**config.mk**
```make
export PLATFORM = sky130hd
export DESIGN_NAME = calibration_config_regs
export DESIGN_NICKNAME = d
export VERILOG_FILES = /design/src/cal_cfg_pkg.sv /design/src/div_clock_gen.sv /design/src/cal_divider.sv /design/src/calibration_config_regs.sv
export SDC_FILE = /design/constraint.sdc
export NUM_CORES = 2
export LEC_CHECK = 0
export BUFFER_PORTS_ARGS = -buffer_cell sky130_fd_sc_hd__buf_2
export CAP_MARGIN = 20
export CORE_MARGIN = 2
export CORE_UTILIZATION = 59
export DETAILED_ROUTE_END_ITERATION = 7
export PLACE_DENSITY = 0.73
export REMOVE_ABC_BUFFERS = 1
export SKIP_LAST_GASP = 1
export SYNTH_ARGS = -nofsm -noshare
export SYNTH_HDL_FRONTEND = slang
export SYNTH_SLANG_ARGS = --single-unit
```
**constraint.sdc**
```tcl
create_clock -name i_clk -period 6.84 [get_ports i_clk]
set_clock_uncertainty 0.2 [all_clocks]
set_input_delay 1.368 -clock i_clk [delete_from_list [all_inputs] [get_ports i_clk]]
set_output_delay 1.368 -clock i_clk [all_outputs]
set_load 0.02 [all_outputs]
```
**src/cal_cfg_pkg.sv**
```systemverilog
// Purpose: Shared constants and carriers for the calibration and configuration register bank
// Assumes: 24-bit registers, 5-bit register index, pages selected through index 31 on any page
// Notes: Page 1 and page 3 registers have no defined reset value and are cleared to zero
package cal_cfg_pkg;
   localparam int REG_W = 24;
   localparam int IDX_W = 5;
   localparam int PAGE_W = 6;
   localparam int SUM_W = 48;
   localparam int NUM_W = 72;

   // Page 0 register indexes
   localparam logic [IDX_W-1:0] SETUP_CONTROL_IDX = 5'h00;
   localparam logic [IDX_W-1:0] CURRENT_DC_BIAS_IDX = 5'h01;
   localparam logic [IDX_W-1:0] CURRENT_SCALE_FACTOR_IDX = 5'h02;
   localparam logic [IDX_W-1:0] VOLTAGE_DC_BIAS_IDX = 5'h03;
   localparam logic [IDX_W-1:0] VOLTAGE_SCALE_FACTOR_IDX = 5'h04;
   localparam logic [IDX_W-1:0] CYCLE_COUNT_IDX = 5'h05;
   localparam logic [IDX_W-1:0] CURRENT_AC_BIAS_IDX = 5'h10;
   localparam logic [IDX_W-1:0] VOLTAGE_AC_BIAS_IDX = 5'h11;
   localparam logic [IDX_W-1:0] PAGE_SELECT_IDX = 5'h1f;
   // Page 1 register indexes
   localparam logic [IDX_W-1:0] ENERGY_OUTPUT_DURATION_IDX = 5'h00;
   localparam logic [IDX_W-1:0] NO_LOAD_THRESHOLD_IDX = 5'h01;
   localparam logic [IDX_W-1:0] THERMAL_SENSOR_SCALE_IDX = 5'h02;
   localparam logic [IDX_W-1:0] THERMAL_SENSOR_BIAS_IDX = 5'h03;
   // Page 3 register indexes
   localparam logic [IDX_W-1:0] VOLTAGE_DIP_WINDOW_IDX = 5'h06;
   localparam logic [IDX_W-1:0] VOLTAGE_DIP_THRESHOLD_IDX = 5'h07;
   localparam logic [IDX_W-1:0] CURRENT_FAULT_WINDOW_IDX = 5'h0a;
   localparam logic [IDX_W-1:0] CURRENT_FAULT_THRESHOLD_IDX = 5'h0b;

   localparam logic [PAGE_W-1:0] PAGE_ZERO = 6'h00;
   localparam logic [PAGE_W-1:0] PAGE_ONE = 6'h01;
   localparam logic [PAGE_W-1:0] PAGE_THREE = 6'h03;

   // Reset values
   localparam logic [REG_W-1:0] SETUP_CONTROL_RST = 24'h000001;
   localparam logic [REG_W-1:0] DC_BIAS_RST = 24'h000000;
   localparam logic [REG_W-1:0] SCALE_FACTOR_RST = 24'h400000;
   localparam logic [REG_W-1:0] CYCLE_COUNT_RST = 24'h000fa0;
   localparam logic [REG_W-1:0] PAGE_REG_RST = 24'h000000;

   // Setup register fields
   localparam int PHASE_MSB = 23;
   localparam int PHASE_LSB = 17;
   localparam int CUR_GAIN_BIT = 16;
   localparam int OPEN_DRAIN_BIT = 15;
   localparam int IRQ_PULSE_BIT = 12;
   localparam int IRQ_INV_BIT = 11;
   localparam int PROC_CLK_INV_BIT = 4;
   localparam int K_MSB = 3;

   // Command byte layout
   localparam logic [2:0] CAL_CMD_PREFIX = 3'b110;
   localparam int RW_BIT = 6;

   // Calibration selector fields: [4:3] channel, [2] AC, [1:0] kind
   localparam logic [1:0] CAL_KIND_OFFSET = 2'b01;
   localparam logic [1:0] CAL_KIND_GAIN = 2'b10;
   localparam logic [1:0] CAL_CH_NONE = 2'b00;

   // Gain calibration drives the measured level to this full-scale target
   localparam logic [REG_W-1:0] GAIN_TARGET = 24'h600000;
   localparam int GAIN_FRAC_BITS = 22;

   // Interrupt pulse length in cycles
   localparam int IRQ_PULSE_CYCLES = 8;

   typedef struct packed {
      logic valid;
      logic [7:0] op;
      logic [REG_W-1:0] wdata;
   } host_cmd_t;

   typedef struct packed {
      logic valid;
      logic [REG_W-1:0] data;
   } read_reply_t;

   typedef struct packed {
      logic valid;
      logic signed [REG_W-1:0] current;
      logic signed [REG_W-1:0] voltage;
   } conversion_t;

   // Code 0 stands for a divisor of 16
   function automatic logic [4:0] k_from_code(input logic [3:0] code);
      k_from_code = (code == 4'h0) ? 5'h10 : {1'b0, code};
   endfunction

   function automatic logic cal_sel_valid(input logic [4:0] sel);
      cal_sel_valid = (sel[4:3] != CAL_CH_NONE)
         && (sel[1:0] == CAL_KIND_OFFSET || sel[1:0] == CAL_KIND_GAIN);
   endfunction

   function automatic logic [REG_W-1:0] magnitude(input logic [REG_W-1:0] v);
      magnitude = v[REG_W-1] ? REG_W'(-v) : v;
   endfunction
endpackage

```
**src/div_clock_gen.sv**
```systemverilog
// Purpose: Derive the internal divided clock from the master clock by divisor K
// Assumes: K code 0 means 16
// Notes: Output is a registered square wave toggling once every K master cycles
`timescale 1ns/1ps
module div_clock_gen
   import cal_cfg_pkg::*;
(
   input wire logic i_clk,
   input wire logic i_rst_n,
   input wire logic [3:0] i_k_code,
   output logic o_tick,
   output logic o_level
);
   logic [4:0] count;

   always_ff @(posedge i_clk) begin
      if (!i_rst_n) begin
         count <= 5'h00;
         o_tick <= 1'b0;
      end else if (count + 5'h01 >= k_from_code(i_k_code)) begin
         count <= 5'h00;
         o_tick <= 1'b1;
      end else begin
         count <= count + 5'h01;
         o_tick <= 1'b0;
      end
   end

   always_ff @(posedge i_clk) begin
      if (!i_rst_n) begin
         o_level <= 1'b0;
      end else if (o_tick) begin
         o_level <= ~o_level;
      end
   end
endmodule // div_clock_gen

```
**src/cal_divider.sv**
```systemverilog
// Purpose: Unsigned restoring divider for calibration results
// Assumes: One quotient bit per cycle, NW cycles per division
// Notes: Divide by zero yields an all-ones quotient, which the caller saturates
`timescale 1ns/1ps
module cal_divider #(
   parameter int NW = 72,
   parameter int DW = 48
) (
   input wire logic i_clk,
   input wire logic i_rst_n,
   input wire logic i_start,
   input wire logic [NW-1:0] i_num,
   input wire logic [DW-1:0] i_den,
   output logic o_done,
   output logic [NW-1:0] o_quo
);
   logic [DW:0] rem;
   logic [NW-1:0] shreg;
   logic [DW-1:0] den;
   logic [7:0] bits_left;
   logic [DW:0] trial;

   assign trial = {rem[DW-1:0], shreg[NW-1]};

   always_ff @(posedge i_clk) begin
      if (!i_rst_n) begin
         rem <= '0;
         shreg <= '0;
         den <= '0;
         bits_left <= 8'h00;
         o_done <= 1'b0;
         o_quo <= '0;
      end else if (i_start) begin
         rem <= '0;
         shreg <= i_num;
         den <= i_den;
         bits_left <= 8'(NW);
         o_done <= 1'b0;
      end else if (bits_left != 8'h00) begin
         if (trial >= {1'b0, den}) begin
            rem <= trial - {1'b0, den};
            shreg <= {shreg[NW-2:0], 1'b1};
         end else begin
            rem <= trial;
            shreg <= {shreg[NW-2:0], 1'b0};
         end
         bits_left <= bits_left - 8'h01;
         o_done <= (bits_left == 8'h01);
         if (bits_left == 8'h01) begin
            o_quo <= {shreg[NW-2:0], trial >= {1'b0, den}};
         end
      end else begin
         o_done <= 1'b0;
      end
   end
endmodule // cal_divider

```
**src/calibration_config_regs.sv**
```systemverilog
// Purpose: Calibration command decoder and setup, offset, gain and paged settings registers
// Assumes: A serial framer presents each command byte, and write data after the 24th clock
// Notes: Pulse generator, status and mask logic sit outside and use the outputs here
`timescale 1ns/1ps
module calibration_config_regs
(
   input wire logic i_clk,
   input wire logic i_rst_n,
   input wire cal_cfg_pkg::host_cmd_t i_cmd,
   input wire cal_cfg_pkg::conversion_t i_conv,
   input wire logic i_irq_request,
   input wire logic i_pulse_one,
   input wire logic i_pulse_two,
   input wire logic i_data_ready_clear,
   output cal_cfg_pkg::read_reply_t o_reply,
   output logic o_data_ready_flag,
   output logic o_cal_busy,
   output logic [6:0] o_phase_delay_comp,
   output logic o_current_gain_high,
   output logic o_energy_pulse_out_one_n,
   output logic o_energy_pulse_out_one_oe,
   output logic o_energy_pulse_out_two_n,
   output logic o_energy_pulse_out_two_oe,
   output logic o_irq_pin,
   output logic o_internal_divided_clock,
   output logic o_processor_clock_output
);
   import cal_cfg_pkg::*;
   typedef enum logic [2:0] {
      CAL_IDLE = 3'b000,
      CAL_ACCUM = 3'b001,
      CAL_DIV = 3'b010,
      CAL_WAIT = 3'b011,
      CAL_DONE = 3'b100
   } cal_state_t;
   cal_state_t state;
   logic [REG_W-1:0] setup_control, current_dc_bias, current_scale_factor, voltage_dc_bias;
   logic [REG_W-1:0] voltage_scale_factor, current_ac_bias, voltage_ac_bias, cycle_count;
   logic [REG_W-1:0] conv_seen, cycle_n, result;
   logic [REG_W-1:0] page1_regs [4], page3_regs [4];
   logic [PAGE_W-1:0] page;
   logic [IDX_W-1:0] cmd_idx;
   logic [4:0] cal_sel;
   logic [3:0] irq_count;
   logic [1:0] page3_slot;
   logic signed [SUM_W-1:0] sum_cur, sum_volt;
   logic [SUM_W-1:0] div_den, sum_mag;
   logic [NUM_W-1:0] div_quo, div_num;
   logic chan, div_start, div_done, sum_neg, wr_en, rd_en, cal_cmd, page3_hit;
   logic div_level, irq_req_q;
   assign cmd_idx = i_cmd.op[5:1];
   assign wr_en = i_cmd.valid && !i_cmd.op[7] && !i_cmd.op[0] && i_cmd.op[RW_BIT];
   assign rd_en = i_cmd.valid && !i_cmd.op[7] && !i_cmd.op[0] && !i_cmd.op[RW_BIT];
   assign cal_cmd = i_cmd.valid && i_cmd.op[7:5] == CAL_CMD_PREFIX;
   always_comb begin
      page3_hit = 1'b1;
      page3_slot = 2'd0;
      case (cmd_idx)
         VOLTAGE_DIP_WINDOW_IDX: page3_slot = 2'd0;
         VOLTAGE_DIP_THRESHOLD_IDX: page3_slot = 2'd1;
         CURRENT_FAULT_WINDOW_IDX: page3_slot = 2'd2;
         CURRENT_FAULT_THRESHOLD_IDX: page3_slot = 2'd3;
         default: page3_hit = 1'b0;
      endcase
   end
   // Setup, cycle count and page select; undefined indexes are ignored
   always_ff @(posedge i_clk) begin
      if (!i_rst_n) begin
         setup_control <= SETUP_CONTROL_RST;
         cycle_count <= CYCLE_COUNT_RST;
         page <= PAGE_ZERO;
      end else if (wr_en && page == PAGE_ZERO) begin
         if (cmd_idx == SETUP_CONTROL_IDX) setup_control <= i_cmd.wdata;
         if (cmd_idx == CYCLE_COUNT_IDX) cycle_count <= i_cmd.wdata;
      end
      if (i_rst_n && wr_en && cmd_idx == PAGE_SELECT_IDX) page <= i_cmd.wdata[PAGE_W-1:0];
   end
   always_ff @(posedge i_clk) begin
      if (!i_rst_n) begin
         for (int i = 0; i < 4; i++) begin
            page1_regs[i] <= PAGE_REG_RST;
            page3_regs[i] <= PAGE_REG_RST;
         end
      end else if (wr_en) begin
         if (page == PAGE_ONE && cmd_idx <= THERMAL_SENSOR_BIAS_IDX) begin
            page1_regs[cmd_idx[1:0]] <= i_cmd.wdata;
         end
         if (page == PAGE_THREE && page3_hit) begin
            page3_regs[page3_slot] <= i_cmd.wdata;
         end
      end
   end
   // Calibration results; a result landing with a host write takes precedence
   always_ff @(posedge i_clk) begin
      if (!i_rst_n) begin
         current_dc_bias <= DC_BIAS_RST;
         voltage_dc_bias <= DC_BIAS_RST;
         current_scale_factor <= SCALE_FACTOR_RST;
         voltage_scale_factor <= SCALE_FACTOR_RST;
         current_ac_bias <= DC_BIAS_RST;
         voltage_ac_bias <= DC_BIAS_RST;
      end else if (state == CAL_WAIT && div_done) begin
         case ({chan, cal_sel[2], cal_sel[1:0] == CAL_KIND_GAIN})
            3'b000: current_dc_bias <= result;
            3'b010: current_ac_bias <= result;
            3'b001, 3'b011: current_scale_factor <= result;
            3'b100: voltage_dc_bias <= result;
            3'b110: voltage_ac_bias <= result;
            3'b101, 3'b111: voltage_scale_factor <= result;
            default: current_dc_bias <= current_dc_bias;
         endcase
      end else if (wr_en && page == PAGE_ZERO) begin
         case (cmd_idx)
            CURRENT_DC_BIAS_IDX: current_dc_bias <= i_cmd.wdata;
            CURRENT_SCALE_FACTOR_IDX: current_scale_factor <= i_cmd.wdata;
            VOLTAGE_DC_BIAS_IDX: voltage_dc_bias <= i_cmd.wdata;
            VOLTAGE_SCALE_FACTOR_IDX: voltage_scale_factor <= i_cmd.wdata;
            CURRENT_AC_BIAS_IDX: current_ac_bias <= i_cmd.wdata;
            VOLTAGE_AC_BIAS_IDX: voltage_ac_bias <= i_cmd.wdata;
            default: current_dc_bias <= current_dc_bias;
         endcase
      end
   end
   // Read answer one cycle after the read command; unmapped reads return zero
   always_ff @(posedge i_clk) begin
      if (!i_rst_n) begin
         o_reply <= '0;
      end else begin
         o_reply.valid <= rd_en;
         o_reply.data <= '0;
         if (rd_en && page == PAGE_ZERO) begin
            case (cmd_idx)
               SETUP_CONTROL_IDX: o_reply.data <= setup_control;
               CURRENT_DC_BIAS_IDX: o_reply.data <= current_dc_bias;
               CURRENT_SCALE_FACTOR_IDX: o_reply.data <= current_scale_factor;
               VOLTAGE_DC_BIAS_IDX: o_reply.data <= voltage_dc_bias;
               VOLTAGE_SCALE_FACTOR_IDX: o_reply.data <= voltage_scale_factor;
               CYCLE_COUNT_IDX: o_reply.data <= cycle_count;
               CURRENT_AC_BIAS_IDX: o_reply.data <= current_ac_bias;
               VOLTAGE_AC_BIAS_IDX: o_reply.data <= voltage_ac_bias;
               PAGE_SELECT_IDX: o_reply.data <= REG_W'(page);
               default: o_reply.data <= '0;
            endcase
         end else if (rd_en && page == PAGE_ONE && cmd_idx <= THERMAL_SENSOR_BIAS_IDX) begin
            o_reply.data <= page1_regs[cmd_idx[1:0]];
         end else if (rd_en && page == PAGE_THREE && page3_hit) begin
            o_reply.data <= page3_regs[page3_slot];
         end else if (rd_en && cmd_idx == PAGE_SELECT_IDX) begin
            o_reply.data <= REG_W'(page);
         end
      end
   end
   // Measurement engine: one computation cycle, then divide per selected channel
   assign sum_neg = chan ? sum_volt[SUM_W-1] : sum_cur[SUM_W-1];
   assign sum_mag = sum_neg ? SUM_W'(-(chan ? sum_volt : sum_cur)) : (chan ? sum_volt : sum_cur);
   always_ff @(posedge i_clk) begin
      if (!i_rst_n) begin
         state <= CAL_IDLE;
         cal_sel <= 5'h00;
         conv_seen <= '0;
         cycle_n <= CYCLE_COUNT_RST;
         sum_cur <= '0;
         sum_volt <= '0;
         chan <= 1'b0;
         div_start <= 1'b0;
         div_num <= '0;
         div_den <= '0;
      end else begin
         div_start <= 1'b0;
         case (state)
            CAL_IDLE: begin
               // Undefined selectors are dropped rather than run
               if (cal_cmd && cal_sel_valid(i_cmd.op[4:0])) begin
                  cal_sel <= i_cmd.op[4:0];
                  cycle_n <= (cycle_count == '0) ? REG_W'(1) : cycle_count;
                  conv_seen <= '0;
                  sum_cur <= '0;
                  sum_volt <= '0;
                  state <= CAL_ACCUM;
               end
            end
            CAL_ACCUM: begin
               if (i_conv.valid) begin
                  if (cal_sel[2] || cal_sel[1:0] == CAL_KIND_GAIN) begin
                     sum_cur <= sum_cur + SUM_W'(magnitude(i_conv.current));
                     sum_volt <= sum_volt + SUM_W'(magnitude(i_conv.voltage));
                  end else begin
                     sum_cur <= sum_cur + SUM_W'(i_conv.current);
                     sum_volt <= sum_volt + SUM_W'(i_conv.voltage);
                  end
                  conv_seen <= conv_seen + REG_W'(1);
                  if (conv_seen + REG_W'(1) >= cycle_n) begin
                     chan <= !cal_sel[3];
                     state <= CAL_DIV;
                  end
               end
            end
            CAL_DIV: begin
               div_start <= 1'b1;
               if (cal_sel[1:0] == CAL_KIND_GAIN) begin
                  div_num <= (NUM_W'(GAIN_TARGET) * NUM_W'(cycle_n)) << GAIN_FRAC_BITS;
                  div_den <= sum_mag;
               end else begin
                  div_num <= NUM_W'(sum_mag);
                  div_den <= SUM_W'(cycle_n);
               end
               state <= CAL_WAIT;
            end
            CAL_WAIT: begin
               if (div_done) begin
                  if (!chan && cal_sel[4]) begin
                     chan <= 1'b1;
                     state <= CAL_DIV;
                  end else begin
                     state <= CAL_DONE;
                  end
               end
            end
            CAL_DONE: state <= CAL_IDLE;
            default: state <= CAL_IDLE;
         endcase
      end
   end
   always_comb begin
      if (cal_sel[1:0] == CAL_KIND_GAIN) begin
         result = (div_quo > NUM_W'(24'hffffff)) ? 24'hffffff : div_quo[REG_W-1:0];
      end else begin
         result = sum_neg ? REG_W'(-div_quo[REG_W-1:0]) : div_quo[REG_W-1:0];
      end
   end
   cal_divider #(
      .NW(NUM_W),
      .DW(SUM_W)
   ) u_divider (
      .i_clk(i_clk),
      .i_rst_n(i_rst_n),
      .i_start(div_start),
      .i_num(div_num),
      .i_den(div_den),
      .o_done(div_done),
      .o_quo(div_quo)
   );
   // Set wins over a clear arriving in the same cycle
   always_ff @(posedge i_clk) begin
      if (!i_rst_n) begin
         o_data_ready_flag <= 1'b0;
         o_cal_busy <= 1'b0;
      end else begin
         o_cal_busy <= (state != CAL_IDLE) || (cal_cmd && cal_sel_valid(i_cmd.op[4:0]));
         if (state == CAL_DONE) begin
            o_data_ready_flag <= 1'b1;
         end else if (i_data_ready_clear) begin
            o_data_ready_flag <= 1'b0;
         end
      end
   end
   always_ff @(posedge i_clk) begin
      if (!i_rst_n) begin
         o_phase_delay_comp <= 7'h00;
         o_current_gain_high <= 1'b0;
         o_energy_pulse_out_one_n <= 1'b1;
         o_energy_pulse_out_one_oe <= 1'b1;
         o_energy_pulse_out_two_n <= 1'b1;
         o_energy_pulse_out_two_oe <= 1'b1;
      end else begin
         o_phase_delay_comp <= setup_control[PHASE_MSB:PHASE_LSB];
         o_current_gain_high <= setup_control[CUR_GAIN_BIT];
         o_energy_pulse_out_one_n <= ~i_pulse_one;
         o_energy_pulse_out_two_n <= ~i_pulse_two;
         // Open-drain mode only drives while pulling low
         o_energy_pulse_out_one_oe <= !setup_control[OPEN_DRAIN_BIT] || i_pulse_one;
         o_energy_pulse_out_two_oe <= !setup_control[OPEN_DRAIN_BIT] || i_pulse_two;
      end
   end
   // Interrupt pin shaping: level modes follow the request, pulse modes fire on its rise
   always_ff @(posedge i_clk) begin
      if (!i_rst_n) begin
         irq_req_q <= 1'b0;
         irq_count <= 4'h0;
         o_irq_pin <= 1'b1;
      end else begin
         irq_req_q <= i_irq_request;
         if (i_irq_request && !irq_req_q) begin
            irq_count <= 4'(IRQ_PULSE_CYCLES);
         end else if (irq_count != 4'h0) begin
            irq_count <= irq_count - 4'h1;
         end
         case ({setup_control[IRQ_PULSE_BIT], setup_control[IRQ_INV_BIT]})
            2'b00: o_irq_pin <= !i_irq_request;
            2'b01: o_irq_pin <= i_irq_request;
            2'b10: o_irq_pin <= !(irq_count != 4'h0);
            2'b11: o_irq_pin <= (irq_count != 4'h0);
            default: o_irq_pin <= 1'b1;
         endcase
      end
   end
   div_clock_gen u_clock_gen (
      .i_clk(i_clk),
      .i_rst_n(i_rst_n),
      .i_k_code(setup_control[K_MSB:0]),
      .o_tick(),
      .o_level(div_level)
   );
   always_ff @(posedge i_clk) begin
      if (!i_rst_n) begin
         o_internal_divided_clock <= 1'b0;
         o_processor_clock_output <= 1'b0;
      end else begin
         o_internal_divided_clock <= div_level;
         o_processor_clock_output <= div_level ^ setup_control[PROC_CLK_INV_BIT];
      end
   end
endmodule // calibration_config_regs

```
======== Yosys cells after proc, flatten, opt, wreduce, memory -nomap -nowiden ========
Memories as Yosys holds them, arrays and structs flattened.
Cells that the tools add are included.
W data, S select, Z words.
storage, ports and cells
  input port bits ......................... 88
  bits in registers ....................... 775
  memories kept ........................... 2
  output and inout port bits .............. 42
  memory bits (writable) .................. 192
  logic and storage cells ................. 292
memory list
  memory      words  width  read ports  clocked after Yosys merged registers in  write ports  line                           source
  page1_regs  4      24     1           0                                        4            calibration_config_regs.sv:40  logic [REG_W-1:0] page1_regs [4], page3_regs [4];
  page3_regs  4      24     1           0                                        4            calibration_config_regs.sv:40
cells by class
  reduce and logical (&&, ||, !) cells .... 80
  equality and inequality tests ........... 45
  $add $sub $neg .......................... 13
  bitwise gates (word level) .............. 7
  multiply operators ...................... 1
  multiplexer cells ....................... 94
  $lt $le $gt $ge ......................... 5
operator list
  operator                 count
  $mux W24                 37
  $mux W48                 9
  $pmux W24 S9             1
  $add A48 B24 Y48         4
  $pmux W48 S2             2
  $mux W72                 2
  $gt A72 B24 Y1 const B   1
  $neg A24 Y24             3
  $mux W69                 1
  $ge A49 B48 Y1           1
  $neg A48 Y48             1
  $pmux W24 S2             1
  $reduce_or A24 Y1        2
  $sub A48 B48 Y48         1
  $mul A2 B24 Y26 const A  1
  $reduce_bool A2 Y1       13
  $add A24 B1 Y24 const B  1
  $ge A24 B24 Y1           1
  $logic_not A24 Y1        1
  $reduce_and A3 Y1        8
  $mux W1                  22
  $logic_and A1 B1 Y1      21
  $eq A5 B3 Y1 const B     4
  $eq A3 B3 Y1 const B     6
  other kinds (46)         101

======== Longest topological paths before layout ========
  depth in word-level cells ............... 10
  depth in mapped cells ................... 21
  gate-level depth less buffers ........... 21

======== Cells and area by module ========
From an unflattened synthesis, not the netlist that was laid out.
unflattened totals
  cells, all modules ...................... 6,612
  area, all modules ....................... 55,903.6 sq um
modules (own cells, without submodules)
  module                   sequential area each (sq um)  cells an instance  times used  area an instance (sq um)
  calibration_config_regs  16,155.5                      4,885              1           42,315.6
  cal_divider              4,984.8                       1,687              1           13,193.9
  div_clock_gen            140.1                         40                 1           394.1

======== Least setup slack after synthesis ========
Ideal clock, no wire load.
  path kind ............................... input-to-reg
  start point ............................. input port i_cmd[25] in the netlist's numbering
  end point ............................... memory page3_regs[3][0], enable pin
  path buffers ............................ 4
  stages on the path ...................... 6
  library setup time ...................... 442 ps
  data arrival time ....................... 4,757 ps
  setup slack ............................. 1,441 ps
  required time ........................... 6,198 ps
  cell sequence ........................... buf_1 buf_1 clkbuf_1 buf_1 o21ai_0 o31ai_1
RTL lines
  item                line                           source
  start: declaration  calibration_config_regs.sv:9   input wire cal_cfg_pkg::host_cmd_t i_cmd,
  end: declaration    calibration_config_regs.sv:40

======== Final worst setup path ========
  start point ............................. input port i_conv[27] in the netlist's numbering
  end point ............................... register sum_cur[42]
on the way
  longest elaborated chain between the ends .. 6
  elaborated cells on any way between the ends .. 7
  those cells by class .................... add/sub (3); mux (4)
RTL lines
  item                    line                            source
  start: declaration      calibration_config_regs.sv:10   input wire cal_cfg_pkg::conversion_t i_conv,
  $neg A24 Y24            cal_cfg_pkg.sv:97               magnitude = v[REG_W-1] ? REG_W'(-v) : v;
  $mux W24                cal_cfg_pkg.sv:97
  $add A48 B24 Y48        calibration_config_regs.sv:185  sum_cur <= sum_cur + SUM_W'(magnitude(i_conv.current));
  $mux W48 *              calibration_config_regs.sv:184  if (cal_sel[2] || cal_sel[1:0] == CAL_KIND_GAIN) begin
  $mux W48 *              calibration_config_regs.sv:183  if (i_conv.valid) begin
  $pmux W48 S2 *          calibration_config_regs.sv:170  case (state)
  end signal: assignment  calibration_config_regs.sv:185
  end signal: assignment  calibration_config_regs.sv:188  sum_cur <= sum_cur + SUM_W'(i_conv.current);
  end: declaration        calibration_config_regs.sv:46   logic signed [SUM_W-1:0] sum_cur, sum_volt;
Mark *: on every way between the ends. The rest lies on a longest branch, timed or not. The select of a mux whose other input is x is not followed.
A chain may end at the register's enable or synchronous reset.

==> run metrics <==
P per Cell Area=267 nW/um^2; # placed instances=7622; status=finished, final reports clean; I/O pin cnt=130; Cell Rows=112; total wire length=166 mm; Synth async-reset ratio=0; Layout area overhead=9.21%; die area=96100 um^2; area leader, netlist=dfxtp_1; worst hold path depth=2; grt total ovfl=0; Util after Layout=0.648; Clock Sinks=964; CTS H-tree depth=3; FF-to-FF setup slack=1880 ps; Worst Hold Endpoint=u_divider.o_quo[19]; Finished Layout Cells=7820; via-per-instance ratio=6.28; via count=49100; FF-to-FF Start=chan; Tmin final=5420 ps; hold violation count in the final report=0; TritonCTS buffer count=101; final net count=6833; DP HPWL=115 mm; Main synth FF type=dfxtp_1; HP Class=flop to flop; Root Buffer=clkbuf_16; share of cells above drive strength 1=0.0747; CP peak stage delay=490 ps; RSZ-0062 raised after global routing=no; post-synthesis sequential area ratio=0.385; # port buffers=129; GP Congestion=0.952; max frequency=0.185 GHz; hold buffer count at cts=0; CTS tree=done; Syn Std Cell Area=55200 um^2; VDD IR max=0.244 mV; Static Leak=23.3 nW; Initial Utilization=0.594; Die W=310 um; Slowest-stage cell, CP=nor4_1; Synth warnings=0; crit end category=flop; initial antenna violation count=13; Resize count post-CTS=0; Die Y-Extent=310 um; slew margin rel.=0.230; Yosys reg bits=964; final setup fails=0; Yosys cell types=96; Final Max Tran Viols=0; CTS max path bufs=3; critical path launch point type=primary input; CP max FO=6; Reg clk slew, reported paths=60 ps; detailed-route DRC error count=0; Crit Path Class=primary input to flop; max-cap viol count=0; worst reg2reg path depth=12; total core area=93000 um^2; worst-skew pair later-pin latency=730 ps; fin crit share=0.792; worst-path cell chain=buf_2, nor4_1, nand2_1, o41ai_1, xnor2_1, ha_1, a21oi_1, o21ai_0, or4_1, o21ai_1, a21oi_1, a311oi_1, o21ai_1, nor2b_1, and3_1, a31oi_1, o21ai_0, o311ai_0; Slew @ Worst Pin=1150 ps; Post-CTS Setup Bufs=0; total iterations of the first detailed-routing run=6; gr usage total=0.339; Yosys top cell area share=0.278; worst path required time=7220 ps; Pwr Total=16.1 mW; worst min-delay path startpoint=u_divider.shreg[18]; first-pass GRT wire length=258 mm; data arrival time of the critical path=5790 ps; post-route ant nets=0; ranking of synthesized cells by area=dfxtp_1 28%, edfxtp_1 11%, ha_1 6.0%; Mean Syn Cell Area=8.38 um^2; Final TNS setup=0 ps; vias in the first global route=45800; FF-to-FF End=div_num[46]; Starting DRT DRC Count=5064; WL per Instance=21.3 um; number of enable flip-flop cells after synthesis=198; Syn Inst Count=6593; largest net degree at the start of global routing=214
per-layer routing:
layer,global-route usage,wire length (um),vias to the layer above,share of wire
met5,0,74,-,0.00045
met2,0.545,75700,1955,0.46
met4,0.153,7600,12,0.046
met3,0.0512,13000,400,0.078
met1,0.450,69900,23400,0.42
li1,-,-,23400,-
area by class of cell:
| class | count | area, um^2 |
|---|---|---|
| Clock inverter | 49 | 707 |
| Sequential cell | 964 | 21300 |
| Tap cell | 1254 | 1570 |
| Antenna cell | 6 | 15.0 |
| Multi-Input combinational cell | 5032 | 32000 |
| Fill cell | 7980 | 32700 |
| Clock buffer | 142 | 2850 |
| Timing Repair Buffer | 210 | 1320 |
| Inverter | 163 | 619 |
per-stage QoR:
stage / setup WS (ps) / hold WS [ps] / area [um^2]
floorplan: -3610 / 209 / 53600
finish: 1420 / 246 / 60300
detailed placement: 772 / 242 / 56700
CTS: 1490 / 237 / 60300
global route: 1060 / 277 / 60300
global placement: 828 / 234 / 56700
cells by family after synthesis:
group,count (synthesis),synth area share
and+or+nand+nor,2354,0.202
AOI/OAI and AO/OA,1931,0.225
DFF,964,0.385
buffers and inverters,597,0.0413
xor gates and xnor gates,318,0.0504
adders and majority gates,273,0.0627
muxes,156,0.0338
worst max-delay path, delay by kind of cell:
| family | cells | cell delay [ps] |
|---|---|---|
| and+or+nand+nor | 5 | 1620 |
| xor gates and xnor gates | 1 | 200 |
| buffers and inverters | 1 | 140 |
| AOI/OAI and AO/OA | 10 | 2190 |
| adders and majority gates | 1 | 290 |
state kept, by name (all words and copies together), names as in the netlist, 6 cells and up:
register	count
div_den	48
setup_control	24
voltage_scale_factor	24
current_ac_bias	24
page1_regs	96
sum_cur	48
o_phase_delay_comp	7
u_divider.bits_left	8
u_divider.den	48
div_num	69
u_divider.o_quo	72
u_divider.shreg	72
voltage_dc_bias	24
cycle_n	24
u_divider.rem	48
sum_volt	48
page	6
page3_regs	96
conv_seen	24
current_scale_factor	24
o_reply	25
voltage_ac_bias	24
current_dc_bias	24
cycle_count	24
worst max path at each step:
stage,slack [ps],startpoint,depth (start not counted),endpoint
after floorplan,-3610,i_rst_n,5,sum_volt[46]
after global placement,830,i_conv[29],18,sum_cur[38]
after detailed placement,770,i_conv[29],18,sum_cur[42]
after CTS,1490,i_conv[29],18,sum_cur[42]
after global routing,1060,i_conv[27],18,sum_cur[42]
final,1420,i_conv[27],18,sum_cur[42]
where the power goes:
part	internal (mW)	total [mW]	switching, mW
Sequential	6.00	6.17	0.167
Combinational	1.52	4.10	2.59
Clock	3.37	5.82	2.45
synthesized netlist by cell type, types with 25 or more instances:
| cell type | count |
|---|---|
| o211ai_1 | 73 |
| a21oi_1 | 631 |
| a31oi_1 | 71 |
| a211oi_1 | 189 |
| nand3_1 | 108 |
| nand4_1 | 59 |
| o21a_1 | 29 |
| xor2_1 | 129 |
| dfxtp_1 | 766 |
| buf_1 | 29 |
| o21bai_1 | 34 |
| nor3b_1 | 26 |
| or3_1 | 25 |
| a221oi_1 | 32 |
| nor3_1 | 109 |
| nand2_1 | 820 |
| a22o_1 | 29 |
| o21ai_0 | 298 |
| nand2b_1 | 65 |
| inv_1 | 162 |
| ha_1 | 267 |
| and2_1 | 177 |
| edfxtp_1 | 198 |
| o31ai_1 | 36 |
| mux2i_1 | 129 |
| clkbuf_1 | 385 |
| xnor2_1 | 189 |
| a22oi_1 | 150 |
| nor2_1 | 573 |
| nor4_1 | 40 |
| a21o_1 | 167 |
| and3_1 | 100 |
| nor2b_1 | 182 |
| o221ai_1 | 31 |
placed cells by master, fill, tap and decap left out, types with 29 or more instances in the layout:
cell / Yosys / layout
o21a_1: 29 / 29
a22oi_1: 150 / 150
nand4_1: 59 / 59
and2_1: 177 / 177
a211oi_1: 189 / 189
clkbuf_16: 0 / 101
nand3_1: 108 / 106
buf_4: 3 / 78
nor2b_1: 182 / 180
o31ai_1: 36 / 30
nand2b_1: 65 / 64
a21oi_1: 631 / 630
nand2_1: 820 / 817
nor4_1: 40 / 40
ha_1: 267 / 267
a22o_1: 29 / 29
nor3_1: 109 / 103
buf_2: 16 / 127
and3_1: 100 / 99
a221oi_1: 32 / 32
o221ai_1: 31 / 31
xor2_1: 129 / 129
nor2_1: 573 / 563
a31oi_1: 71 / 71
o211ai_1: 73 / 73
xnor2_1: 189 / 189
o21ai_0: 298 / 295
a21o_1: 167 / 167
mux2i_1: 129 / 128
edfxtp_1: 198 / 198
dfxtp_1: 766 / 764
o21bai_1: 34 / 34
inv_1: 162 / 161
No activity file was read; power rests on OpenSTA's default activity.
